**src/tit_defs.svh**
```systemverilog
`ifndef TIT_DEFS_SVH
`define TIT_DEFS_SVH

// ==========================================================
// Register offsets
`define TIT_OFF_CNT0  4'h0
`define TIT_OFF_CNT1  4'h4
`define TIT_OFF_CNT2  4'h8
`define TIT_OFF_CTRL  4'hC

// ==========================================================
// Control byte fields
`define TIT_SEL_HI    7
`define TIT_SEL_LO    6
`define TIT_ACC_HI    5
`define TIT_ACC_LO    4
`define TIT_MODE_HI   3
`define TIT_MODE_LO   1
`define TIT_BCD_BIT   0
`define TIT_SEL_BAD   2'h3

// ==========================================================
// Reset values and counts
`define TIT_STATE_RST '0
`define TIT_RDATA_RST 8'h00
`define TIT_NUM_CNT   3

`endif

```
**src/tit_pkg.sv**
```systemverilog
package tit_pkg;

  // ==========================================================
  // Modes, normalised so codes 6 and 7 never get stored
  typedef enum logic [2:0] {
    TIT_M0 = 3'b000,
    TIT_M1 = 3'b001,
    TIT_M2 = 3'b010,
    TIT_M3 = 3'b011,
    TIT_M4 = 3'b100,
    TIT_M5 = 3'b101
  } tit_mode_e;

  typedef enum logic [1:0] {
    TIT_LATCH = 2'b00,
    TIT_LSB   = 2'b01,
    TIT_MSB   = 2'b10,
    TIT_BOTH  = 2'b11
  } tit_acc_e;

  // ==========================================================
  // One counter channel
  typedef struct packed {
    tit_mode_e   mode;
    tit_acc_e    acc;
    logic        bcd;
    logic [15:0] cr;
    logic [15:0] ce;
    logic [15:0] ol;
    logic        latched;
    logic        wr_hi;
    logic        rd_hi;
    logic        pend;
    logic        run;
    logic        armed;
    logic        trig;
    logic        out;
    logic        gate_q;
    logic        clk_q;
  } tit_cnt_s;

  typedef struct packed {
    tit_cnt_s [2:0] cnt;
    logic [7:0]     rdata;
  } tit_top_s;

endpackage

```
**src/tit_bus_if.sv**
```systemverilog
`timescale 1ns/1ps
interface tit_bus_if;
  logic [2:0]         ctl_wr;
  logic [2:0]         ctl_latch;
  logic [2:0]         data_wr;
  logic [2:0]         data_rd;
  tit_pkg::tit_mode_e mode;
  tit_pkg::tit_acc_e  acc;
  logic               bcd;
  logic [7:0]         wdata;

  modport dec (
    output ctl_wr, ctl_latch, data_wr, data_rd, mode, acc, bcd, wdata
  );
  modport core (
    input ctl_wr, ctl_latch, data_wr, data_rd, mode, acc, bcd, wdata
  );
endinterface

```
**src/tit_decode.sv**
```systemverilog
`timescale 1ns/1ps
`include "tit_defs.svh"
module tit_decode (
  input  wire logic [3:0] i_addr,
  input  wire logic       i_wr,
  input  wire logic       i_rd,
  input  wire logic [7:0] i_wdata,
  tit_bus_if.dec          bus
);

  // ==========================================================
  // Address decode, shared by the read and write strobes
  function automatic logic [2:0] tit_hit(input logic [3:0] a);
    unique case (a)
      `TIT_OFF_CNT0: tit_hit = 3'h1;
      `TIT_OFF_CNT1: tit_hit = 3'h2;
      `TIT_OFF_CNT2: tit_hit = 3'h4;
      default:       tit_hit = 3'h0;
    endcase
  endfunction

  logic [1:0] sel;
  logic [2:0] sel_hot;
  logic       ctl_hit;

  assign sel     = i_wdata[`TIT_SEL_HI:`TIT_SEL_LO];
  assign ctl_hit = i_wr && (i_addr == `TIT_OFF_CTRL) && (sel != `TIT_SEL_BAD);
  assign sel_hot = ctl_hit ? (3'h1 << sel) : 3'h0;

  assign bus.acc   = tit_pkg::tit_acc_e'(i_wdata[`TIT_ACC_HI:`TIT_ACC_LO]);
  assign bus.bcd   = i_wdata[`TIT_BCD_BIT];
  assign bus.wdata = i_wdata;
  // Bit 3 is a don't-care once bit 2 is set
  assign bus.mode  = i_wdata[2] ?
                     tit_pkg::tit_mode_e'({1'b0, i_wdata[2:1]}) :
                     tit_pkg::tit_mode_e'(i_wdata[`TIT_MODE_HI:`TIT_MODE_LO]);
  assign bus.ctl_latch = (bus.acc == tit_pkg::TIT_LATCH) ? sel_hot : 3'h0;
  assign bus.ctl_wr    = (bus.acc != tit_pkg::TIT_LATCH) ? sel_hot : 3'h0;
  assign bus.data_wr   = i_wr ? tit_hit(i_addr) : 3'h0;
  assign bus.data_rd   = i_rd ? tit_hit(i_addr) : 3'h0;

endmodule

```
**src/tit_top.sv**
```systemverilog
`timescale 1ns/1ps
`include "tit_defs.svh"
module tit_top (
  input  wire logic       i_clk,
  input  wire logic       i_rst,
  input  wire logic [3:0] i_addr,
  input  wire logic       i_wr,
  input  wire logic       i_rd,
  input  wire logic [7:0] i_wdata,
  output logic      [7:0] o_rdata,
  input  wire logic [2:0] i_cnt_clk,
  input  wire logic [2:0] i_gate,
  output logic      [2:0] o_out
);

  // ==========================================================
  // Decrement helpers
  function automatic logic [15:0] tit_dec1(
    input logic [15:0] v,
    input logic        bcd
  );
    logic [15:0] r;
    logic        borrow;
    r      = v;
    borrow = 1'b1;
    if (bcd)
    begin
      for (int d = 0; d < 4; d++)
      begin
        if (borrow)
        begin
          if (r[d*4 +: 4] == 4'h0)
          begin
            r[d*4 +: 4] = 4'h9;
          end
          else
          begin
            r[d*4 +: 4] = r[d*4 +: 4] - 4'h1;
            borrow      = 1'b0;
          end
        end
      end
    end
    else
    begin
      r = v - 16'h0001;
    end
    return r;
  endfunction

  function automatic logic [15:0] tit_dec(
    input logic [15:0] v,
    input logic        bcd,
    input logic [1:0]  amt
  );
    logic [15:0] r;
    r = v;
    for (int k = 0; k < 3; k++)
    begin
      if (k < int'(amt))
      begin
        r = tit_dec1(r, bcd);
      end
    end
    return r;
  endfunction

  // ==========================================================
  // Decoded register bus
  tit_bus_if bus ();

  tit_decode u_decode (
    .i_addr  (i_addr),
    .i_wr    (i_wr),
    .i_rd    (i_rd),
    .i_wdata (i_wdata),
    .bus     (bus.dec)
  );

  // ==========================================================
  // State
  tit_pkg::tit_top_s state_reg;
  tit_pkg::tit_top_s state_next;

  always_comb
  begin
    tit_pkg::tit_cnt_s c;
    logic              tick;
    logic              gate;
    logic              hi;
    logic [15:0]       src;
    logic [1:0]        amt;
    c          = '0;
    tick       = 1'b0;
    gate       = 1'b0;
    hi         = 1'b0;
    src        = 16'h0000;
    amt        = 2'h0;
    state_next = state_reg;
    // Each channel is fully independent of the others
    for (int i = 0; i < `TIT_NUM_CNT; i++)
    begin
      c       = state_reg.cnt[i];
      gate    = i_gate[i];
      // Count clock acts on its falling edge
      tick    = c.clk_q && !i_cnt_clk[i];
      c.clk_q = i_cnt_clk[i];
      if (gate && !c.gate_q)
      begin
        c.trig = 1'b1;
      end
      c.gate_q = gate;

      // ========================================================
      // Control byte
      if (bus.ctl_wr[i])
      begin
        c.mode    = bus.mode;
        c.acc     = bus.acc;
        c.bcd     = bus.bcd;
        c.wr_hi   = 1'b0;
        c.rd_hi   = 1'b0;
        c.pend    = 1'b0;
        c.run     = 1'b0;
        c.armed   = 1'b0;
        c.trig    = gate && !state_reg.cnt[i].gate_q;
        c.latched = 1'b0;
        c.out     = (bus.mode != tit_pkg::TIT_M0);
      end
      if (bus.ctl_latch[i] && !c.latched)
      begin
        c.ol      = c.ce;
        c.latched = 1'b1;
      end

      // ========================================================
      // Count write
      if (bus.data_wr[i])
      begin
        unique case (c.acc)
          tit_pkg::TIT_LSB:
          begin
            c.cr   = {8'h00, bus.wdata};
            c.pend = 1'b1;
          end
          tit_pkg::TIT_MSB:
          begin
            c.cr   = {bus.wdata, 8'h00};
            c.pend = 1'b1;
          end
          tit_pkg::TIT_BOTH:
          begin
            if (!c.wr_hi)
            begin
              c.cr[7:0] = bus.wdata;
              c.wr_hi   = 1'b1;
              if (c.mode == tit_pkg::TIT_M0)
              begin
                c.run = 1'b0;
              end
            end
            else
            begin
              c.cr[15:8] = bus.wdata;
              c.wr_hi    = 1'b0;
              c.pend     = 1'b1;
            end
          end
          default:
          begin
            c.pend = c.pend;
          end
        endcase
        if (c.pend && !c.wr_hi)
        begin
          c.armed = 1'b1;
          if (c.mode == tit_pkg::TIT_M0)
          begin
            c.out = 1'b0;
          end
        end
      end

      // ========================================================
      // Count read; never disturbs counting
      if (bus.data_rd[i])
      begin
        src = c.latched ? c.ol : c.ce;
        hi  = (c.acc == tit_pkg::TIT_MSB) ||
              ((c.acc == tit_pkg::TIT_BOTH) && c.rd_hi);
        state_next.rdata = hi ? src[15:8] : src[7:0];
        if ((c.acc != tit_pkg::TIT_BOTH) || c.rd_hi)
        begin
          c.latched = 1'b0;
        end
        if (c.acc == tit_pkg::TIT_BOTH)
        begin
          c.rd_hi = !c.rd_hi;
        end
      end

      // ========================================================
      // Counting on each count clock
      if (tick)
      begin
        unique case (c.mode)
          tit_pkg::TIT_M0:
          begin
            if (c.pend && !c.wr_hi)
            begin
              c.ce   = c.cr;
              c.pend = 1'b0;
              c.run  = 1'b1;
            end
            else if (c.run && gate)
            begin
              // Keeps wrapping after terminal count
              c.ce = tit_dec1(c.ce, c.bcd);
              if (c.ce == 16'h0000)
              begin
                c.out = 1'b1;
              end
            end
          end
          tit_pkg::TIT_M1:
          begin
            // A count written mid-pulse waits for the next trigger
            if (c.trig && c.armed)
            begin
              c.ce  = c.cr;
              c.out = 1'b0;
              c.run = 1'b1;
            end
            else if (c.run)
            begin
              c.ce = tit_dec1(c.ce, c.bcd);
              if (c.ce == 16'h0000)
              begin
                c.out = 1'b1;
              end
            end
          end
          tit_pkg::TIT_M2:
          begin
            if (gate && c.armed && (c.trig || (c.pend && !c.run)))
            begin
              c.ce   = c.cr;
              c.run  = 1'b1;
              c.pend = 1'b0;
              c.out  = 1'b1;
            end
            else if (c.run && gate)
            begin
              if (c.ce == 16'h0002)
              begin
                c.out = 1'b0;
                c.ce  = 16'h0001;
              end
              else if (c.ce == 16'h0001)
              begin
                // New count takes effect at the period boundary or on a gate trigger
                c.out  = 1'b1;
                c.ce   = c.cr;
                c.pend = 1'b0;
              end
              else
              begin
                c.ce = tit_dec1(c.ce, c.bcd);
              end
            end
          end
          tit_pkg::TIT_M3:
          begin
            if (gate && c.armed && (c.trig || (c.pend && !c.run)))
            begin
              c.ce   = c.cr;
              c.run  = 1'b1;
              c.pend = 1'b0;
              c.out  = 1'b1;
            end
            else if (c.run && gate)
            begin
              // Odd count: first step is 1 when high, 3 when low
              amt = c.ce[0] ? (c.out ? 2'h1 : 2'h3) : 2'h2;
              if (c.ce <= {14'h0000, amt})
              begin
                c.out  = !c.out;
                c.ce   = c.cr;
                c.pend = 1'b0;
              end
              else
              begin
                c.ce = tit_dec(c.ce, c.bcd, amt);
              end
            end
          end
          tit_pkg::TIT_M4:
          begin
            if (c.pend)
            begin
              c.ce   = c.cr;
              c.pend = 1'b0;
              c.run  = 1'b1;
              c.out  = 1'b1;
            end
            else if (c.run && gate)
            begin
              if (!c.out)
              begin
                c.out = 1'b1;
                c.run = 1'b0;
              end
              else
              begin
                c.ce = tit_dec1(c.ce, c.bcd);
                if (c.ce == 16'h0000)
                begin
                  c.out = 1'b0;
                end
              end
            end
          end
          tit_pkg::TIT_M5:
          begin
            if (c.trig && c.armed)
            begin
              c.ce  = c.cr;
              c.run = 1'b1;
              c.out = 1'b1;
            end
            else if (c.run)
            begin
              if (!c.out)
              begin
                c.out = 1'b1;
                c.run = 1'b0;
              end
              else
              begin
                c.ce = tit_dec1(c.ce, c.bcd);
                if (c.ce == 16'h0000)
                begin
                  c.out = 1'b0;
                end
              end
            end
          end
          default:
          begin
            c.run = 1'b0;
          end
        endcase
        // A gate edge is consumed by the next count clock
        c.trig = 1'b0;
      end

      // ========================================================
      // Gate low holds modes 2 and 3 high
      if (!gate && ((c.mode == tit_pkg::TIT_M2) || (c.mode == tit_pkg::TIT_M3)))
      begin
        c.out = 1'b1;
      end

      state_next.cnt[i] = c;
    end
  end

  always_ff @(posedge i_clk)
  begin
    if (i_rst)
    begin
      state_reg <= `TIT_STATE_RST;
    end
    else
    begin
      state_reg <= state_next;
    end
  end

  // ==========================================================
  // Outputs
  assign o_rdata = state_reg.rdata;

  generate
    for (genvar g = 0; g < `TIT_NUM_CNT; g++)
    begin : g_out
      assign o_out[g] = state_reg.cnt[g].out;
    end
  endgenerate

endmodule

```
**config.mk**
```make
export PLATFORM = sky130hd
export DESIGN_NAME = tit_top
export DESIGN_NICKNAME = d
export VERILOG_FILES = /design/src/tit_pkg.sv /design/src/tit_bus_if.sv /design/src/tit_decode.sv /design/src/tit_top.sv
export VERILOG_INCLUDE_DIRS = /design/src
export SDC_FILE = /design/constraint.sdc
export NUM_CORES = 1
export LEC_CHECK = 0
export BUFFER_PORTS_ARGS = -buffer_cell sky130_fd_sc_hd__buf_2
export CAP_MARGIN = 20
export CORE_MARGIN = 4
export CORE_UTILIZATION = 42
export CTS_CLUSTER_DIAMETER = 200
export CTS_CLUSTER_SIZE = 40
export DETAILED_ROUTE_END_ITERATION = 10
export PLACE_DENSITY = 0.57
export SYNTH_ARGS = -nofsm -noshare
export SYNTH_HDL_FRONTEND = slang
export SYNTH_SLANG_ARGS = --single-unit
```
**constraint.sdc**
```tcl
create_clock -name i_clk -period 7.29 [get_ports i_clk]
set_input_delay 1.458 -clock i_clk [delete_from_list [all_inputs] [get_ports i_clk]]
set_output_delay 1.458 -clock i_clk [all_outputs]
set_load 0.02 [all_outputs]
```
==> results of run 1 <==
report_power, final:
group          internal (mW)  switching (mW)
registers               1.10         0.00480
clock network          0.500           0.564
logic                 0.0676           0.173
synth_stat cells, types with 18 or more instances:
master / instances
xor2_1: 21
or2_2: 20
nor2b_1: 23
inv_1: 62
o211ai_1: 39
nor2_1: 328
o21ai_0: 184
nand3_1: 76
o21ai_1: 31
a221oi_1: 24
and3_1: 23
a22oi_1: 47
and2_1: 33
a21o_1: 20
buf_2: 21
ha_1: 44
or3_1: 30
xnor2_1: 50
a31oi_1: 51
nand2_1: 379
clkbuf_1: 163
o22ai_1: 34
nand4_1: 26
a21oi_1: 290
nor4_1: 37
a211oi_1: 44
nor3_1: 78
o31ai_1: 18
mux2i_1: 34
mux4_2: 24
nand2b_1: 22
dfxtp_1: 200
cells by family after synthesis:
family	synth area share
muxes	0.0483
DFF	0.202
and+or+nand+nor	0.290
xor gates and xnor gates	0.0321
AOI/OAI and AO/OA	0.345
adders and majority gates	0.0277
buffers and inverters	0.0556
path summary, 6_finish.rpt:
check,to,depth (start not counted)
worst max-delay path,state_reg[43],24
worst min-delay path,state_reg[151],2
worst max register to register,state_reg[171],15
worst min register to register,state_reg[151],2
stage by stage:
stage / utilization / area (um^2) / total power [mW] / setup WS, ns
3_5_place_dp: 0.446 / 20800 / 1.36 / 0.130
2_1_floorplan: - / 19900 / 1.27 / 0.319
5_1_grt: 0.460 / 21400 / 2.48 / 0.0625
4_1_cts: 0.460 / 21400 / 2.42 / 0.688
3_3_place_gp: 0.446 / 20800 / 1.36 / 0.252
6_report: 0.460 / 21400 / 2.41 / 0.523
final cells by class:
class | instances | area (um^2)
clock inverter | 15 | 209
fill | 4909 | 25200
timing repair buffer | 144 | 1010
multi-input combinational | 2387 | 14800
clock buffer | 17 | 425
sequential | 200 | 4000
tap | 607 | 759
antenna | 3 | 7.51
inverter | 65 | 244
placed cells by master, fill, tap and decap left out, drive strengths merged, types with 23 or more instances in the layout:
master  Yosys  layout
a221oi     26      26
and3       23      23
o211ai     40      40
and2       34      34
mux2i      34      34
nand2     379     379
o31ai      24      24
xnor2      50      50
a31oi      51      51
a22oi      47      47
o21ai     217     217
a21oi     291     291
nor2      331     331
or2        26      26
nor4       41      41
inv        63      68
or3        30      30
nand4      26      26
a211oi     47      47
o22ai      34      34
mux4       24      24
nand3      77      77
buf        45     144
nor3       83      83
nor2b      23      23
dfxtp     200     200
ha         44      44
layer usage:
metal	routed length, um	global-route usage
met3	8790	0.0788
met1	40100	0.490
met4	3970	0.143
met5	8	0
met2	39700	0.523
tightest hold or removal path, stage by stage (launching register included):
cell,delay (ns)
dfxtp_1,0.31
nand2_1,0.05
a21oi_1,0.05
==> key figures, run 1 <==
Timing
  • Total Neg Setup Slack: 0 ns
  • Final min period: 6.77 ns
  • Relative slew slack: 0.244
  • Max-slew violations: 0
  • Tcrit/Tclk final: 0.928
  • Final Hold Viols: 0
  • RSZ-0062 raised after global routing: no
  • Clock skew: around 0.018 ns
  • Final hold slack: ~0.45 ns
  • Final setup vio count: 0
  • Highest clock rate: ~150 MHz
  • Slew @ Worst Pin: 1.12 ns

Layout
  • Fin cells: 3438
  • Largest register FFs: approximately 190
  • Fraction of layout cells with a size suffix above 1: 0.106
  • Nets: ~2.9k
  • Area Growth Syn to Fin: 8.04%

Placement
  • PortBufs: 32
  • HPWL Detailed: 70500 um
  • GPL Wtd Cong: 1.02
  • Placed cells: between 3k and 4k

Power and ir drop
  • Static Leakage: around 7.6 nW
  • Power Density: about 110 mW/mm^2
  • Max VDD drop: between 0.15 and 0.2 mV

Critical path
  • R2r setup slk: around 1.5 ns
  • Slowest-stage cell, CP: nor2_2
  • CP Capture Type: flip-flop
  • Worst path top cell family by delay: compound AO/OA/AOI/OAI gates
  • Crit path buf inv count: 6
  • WS Path Type: input port to flip-flop
  • Critical path, cell by cell: buf_2 -> nand4bb_4 -> buf_4 -> nor2_1 -> nand2_1 -> a21boi_0 -> inv_1 -> ha_1 -> a31oi_1 -> a31oi_1 -> nor2_2 -> clkinv_1 -> o21ai_0 -> nor2_1 -> xnor2_1 -> inv_1 -> ha_1 -> inv_1 -> a211oi_1 -> nand2_1 -> a311oi_1 -> a211oi_1 -> a211oi_1 -> a21oi_1
  • Worst path required time: roughly 7.7 ns
  • R2R Path Start: state_reg[162]
  • CP Data Arrival Time: between 7 and 8 ns
  • Crit path largest cell delay: 0.76 ns
  • Setup crit start: i_addr[0]
  • CP Launch Type: input port
  • Crit path max fanout: 19

Run
  • MaxCap Viol Count: 0

Clock tree
  • H-tree Lvls: 4
  • Post-CTS Setup Inserts: 0
  • Cts repair resizes: 0
  • Clock latency on the worst-skew pair: 0.52 ns
  • Clk root buf: clkbuf_16
  • Deepest clock path buffer count: 2
  • CTS buffer count: 17
  • Worst-path clk slew: 0.09 ns
  • CTS tree: yes
  • Clk sinks: 200
  • # hold bufs at CTS: 0

Global route
  • Vias in the first global route: ~21k
  • Gr ovfl total: 0
  • GRT Total Usage: 0.351
  • First-pass GRT wire length: ~140000 um
  • Initial antenna violation count: 6
  • Largest net degree at the start of global routing: 70

Routing
  • Vias/cell: slightly below 7
  • WL/cell: around 27 um
  • Via Count: roughly 24k
  • TritonRoute pass-1 iters: 7
  • Final WL: roughly 93000 um
  • DR DRC count: 0
  • Detailed Route Iter0 Violations: 3124
  • Detail Route Antenna Nets: 0

Run status
  • Status: complete, no violations

Yosys
  • Cell accounting for the most synthesized area: dfxtp_1
  • Syn Inst Count: about 2.9k
  • Seq/Total Area, Yosys: 0.202
  • Synth area leaders: dfxtp_1 20%, a21oi_1 7.3%, nand2_1 7.2%
  • Syn Area/Cell: roughly 7 um^2
  • Async S/R FF share, synth: 0
  • Ys Warns: 0
  • Syn Std Cell Area: a little under 0.02 mm^2
  • Number of synthesized flops with an enable pin: 0
  • Yosys top cell area share: 0.202
  • Seq cells post-synth: 200
  • Top FF cell, synth: dfxtp_1
  • Syn_nets: around 2.9k
  • Post-synthesis cell type count: around 120

Min path
  • Hold path startpoint: state_reg[151]
  • Hold WC Path Type: flip-flop to flip-flop

Floorplanning
  • Die Ht: 225 um
  • I/O pin cnt: 33
  • Die W: 225 um
  • Full die area: between 0.05 and 0.06 mm^2
  • Core area: 0.0467 mm^2
  • Initial Utilization: 0.426
  • Row cnt: 79
Note: power is estimated with default switching activity, not from simulation.
==> run 2, diff against run 1 <==
- REMOVE_ABC_BUFFERS: not set -> 1
==> key figures, run 2 (synthesis gave the netlist of run 1 again) <==
Global route
  • First-pass GRT wire length: 130000 um (-4.8%)
  • Gr ovfl total: 0 (unchanged)
  • GRT Total Usage: 0.326 (-0.0243)
  • Largest net degree at the start of global routing: 77 (+10%)
  • Vias in the first global route: 21.6k (+1.2%)
  • Initial antenna violation count: 2 (-4)

Timing
  • Final min period: 6.59 ns (-0.172 ns)
  • Highest clock rate: 152 MHz (+2.6%)
  • Final hold slack: 0.455 ns (+0.00153 ns)
  • Slew @ Worst Pin: 1.16 ns (+0.0473 ns)
  • Final worst setup slack: 0.695 ns (+0.172 ns)
  • Tcrit/Tclk final: 0.905 (-0.0236)
  • Final setup vio count: 0 (unchanged)
  • Final Hold Viols: 0 (unchanged)
  • RSZ-0062 raised after global routing: no
  • Clock skew: 0.0169 ns (-0.000821 ns)
  • Total Neg Setup Slack: 0 ns (unchanged)
  • Relative slew slack: 0.217 (-0.0269)
  • Max-slew violations: 0 (unchanged)

Layout
  • Number of fill cells: 4825 (-1.7%)
  • Largest register FFs: 189 (unchanged)
  • Commonest non-fill, non-tap cell in the layout: nand2_1
  • Nets: 2862 (-0.66%)
  • Area Growth Syn to Fin: 6.91%
  • Fraction of layout cells with a size suffix above 1: 0.0997 (-0.00605)
  • Final Cell Area: 0.0212 mm^2 (-1.0%)
  • Most frequent cells in the layout: 379 x nand2_1, 326 x nor2_1, 290 x a21oi_1
  • Antenna cells: 0 (-3)

Floorplanning
  • Row cnt: 79 (unchanged)
  • Die Ht: 225 um (unchanged)
  • Full die area: 0.0508 mm^2 (unchanged)
  • Initial Utilization: 0.426 (unchanged)
  • Core area: 0.0467 mm^2 (unchanged)
  • Die W: 225 um (unchanged)
  • I/O pin cnt: 33 (unchanged)

Critical path
  • Critical path, cell by cell: buf_2 -> or3b_1 -> nor2_1 -> nand2_1 -> a21boi_0 -> inv_1 -> ha_1 -> nor3b_1 -> nand4_1 -> a31oi_1 -> nor2_2 -> or4_1 -> a211o_1 -> nor2_1 -> nand3_1 -> nor2_1 -> a311o_1 -> nand4_1 -> o31a_1
  • Setup crit start: i_addr[3]
  • Top cell by count, worst path: nor2_1
  • CP Capture Type: flip-flop
  • R2r setup slk: 1.66 ns (+0.19 ns)
  • Setup crit end: state_reg[48]
  • R2R Path Start: state_reg[34]
  • Crit path largest cell delay: 0.57 ns (-0.19 ns)
  • Cells on worst reg2reg path: 19 (+4)
  • Reg2reg end: state_reg[48]
  • CP Launch Type: input port
  • Slowest-stage cell, CP: or4_1
  • Worst path required time: 7.67 ns (about the same)
  • Crit path max fanout: 16 (-3)
  • CP Data Arrival Time: 6.98 ns (-0.17 ns)
  • WS Path Type: input port to flip-flop

Power and ir drop
  • Power Density: 110 mW/mm^2 (-2.2%)
  • Static Leakage: 7.43 nW (-1.6%)
  • Max VDD drop: 0.200 mV (+16%)

Min path
  • Worst Hold Depth: 2 (unchanged)
  • Hold path startpoint: state_reg[85]
  • Hold WC Path Type: flip-flop to flip-flop

Run status
  • Status: complete, no violations

Placement
  • DP Worst Slack: 0.372 ns (+0.242 ns)
  • Placement Cell Area: 0.0206 mm^2 (-0.78%)
  • GPL Wtd Cong: 1.03 (+1.1%)
  • HPWL Detailed: 64000 um (-9.3%)
  • PortBufs: 32 (unchanged)

Clock tree
  • # hold bufs at CTS: 0 (unchanged)
  • H-tree Lvls: 4 (unchanged)
  • CTS tree: yes
  • Cts repair resizes: 0 (unchanged)
  • Clk sinks: 200 (unchanged)
  • Clock latency on the worst-skew pair: 0.50 ns (-0.02 ns)
  • Worst-path clk slew: 0.07 ns (-0.02 ns)
  • Deepest clock path buffer count: 2 (unchanged)
  • Clk root buf: clkbuf_16
  • Post-CTS Setup Inserts: 0 (unchanged)
  • CTS buffer count: 17 (unchanged)

Routing
  • Via Count: 23.5k (+0.068%)
  • Vias/cell: 6.89 (+0.71%)
  • WL/cell: 25.2 um (-6.3%)
  • Final WL: 86200 um (-6.9%)
  • DR DRC count: 0 (unchanged)
  • Detail Route Antenna Nets: 0 (unchanged)
  • TritonRoute pass-1 iters: 6 (-1)
  • Detailed Route Iter0 Violations: 3010 (-3.6%)

Run
  • MaxCap Viol Count: 0 (unchanged)
## run 2: cell types whose count changed in the layout (fill, tap and decap cells not counted), sizes merged
cell,previous run,this run
buf,144,125
clkbuf,17,18
clkinv,10,5
clkinvlp,1,3
diode,3,0
inv,68,70
## run 2: how the worst min path moves through the flow
stage	end	slack, ns
5_1_grt	state_reg[85]	0.47
3_5_place_dp	state_reg[149]	0.45
4_1_cts	state_reg[85]	0.46
2_1_floorplan	state_reg[157]	0.43
6_report	state_reg[85]	0.45
3_3_place_gp	state_reg[25]	0.44
## run 2: worst max-delay path, delay by kind of cell
kind                     cells  cell delay (ns)
AO/OA/AOI/OAI                5             1.72
adder cells (fa/ha/maj)      1             0.32
AND/OR/NAND/NOR             11             3.03
buffers and inverters        2             0.45
## run 2: where the power goes
group	internal (mW)	switching, mW	total, mW
logic	0.0665	0.165	0.232
clock network	0.488	0.509	0.997
registers	1.10	0.00484	1.10
total	1.65	0.679	2.33
## run 2: metal layers
metal / routed length (um) / global-route usage
met5: 31 / 0
met4: 4910 / 0.160
met3: 8700 / 0.0733
met2: 37400 / 0.504
met1: 35200 / 0.431
## run 2: through the flow
step | instances | util | power, mW
2_1_floorplan | 2652 | - | 1.24
3_3_place_gp | 3382 | 0.442 | 1.35
3_5_place_dp | 3383 | 0.443 | 1.35
4_1_cts | 3415 | 0.455 | 2.34
5_1_grt | 3416 | 0.455 | 2.40
6_report | 3416 | 0.455 | 2.33
## run 2: area by class of cell
class                           count  area (um^2)  area share
Tap cell                          607          759      0.0358
Sequential cell                   200         4000       0.189
Inverter                           65          244      0.0115
Clock buffer                       18          439      0.0207
Clock inverter                     14          135     0.00637
Timing Repair Buffer              125          860      0.0405
Multi-Input combinational cell   2387        14800       0.697
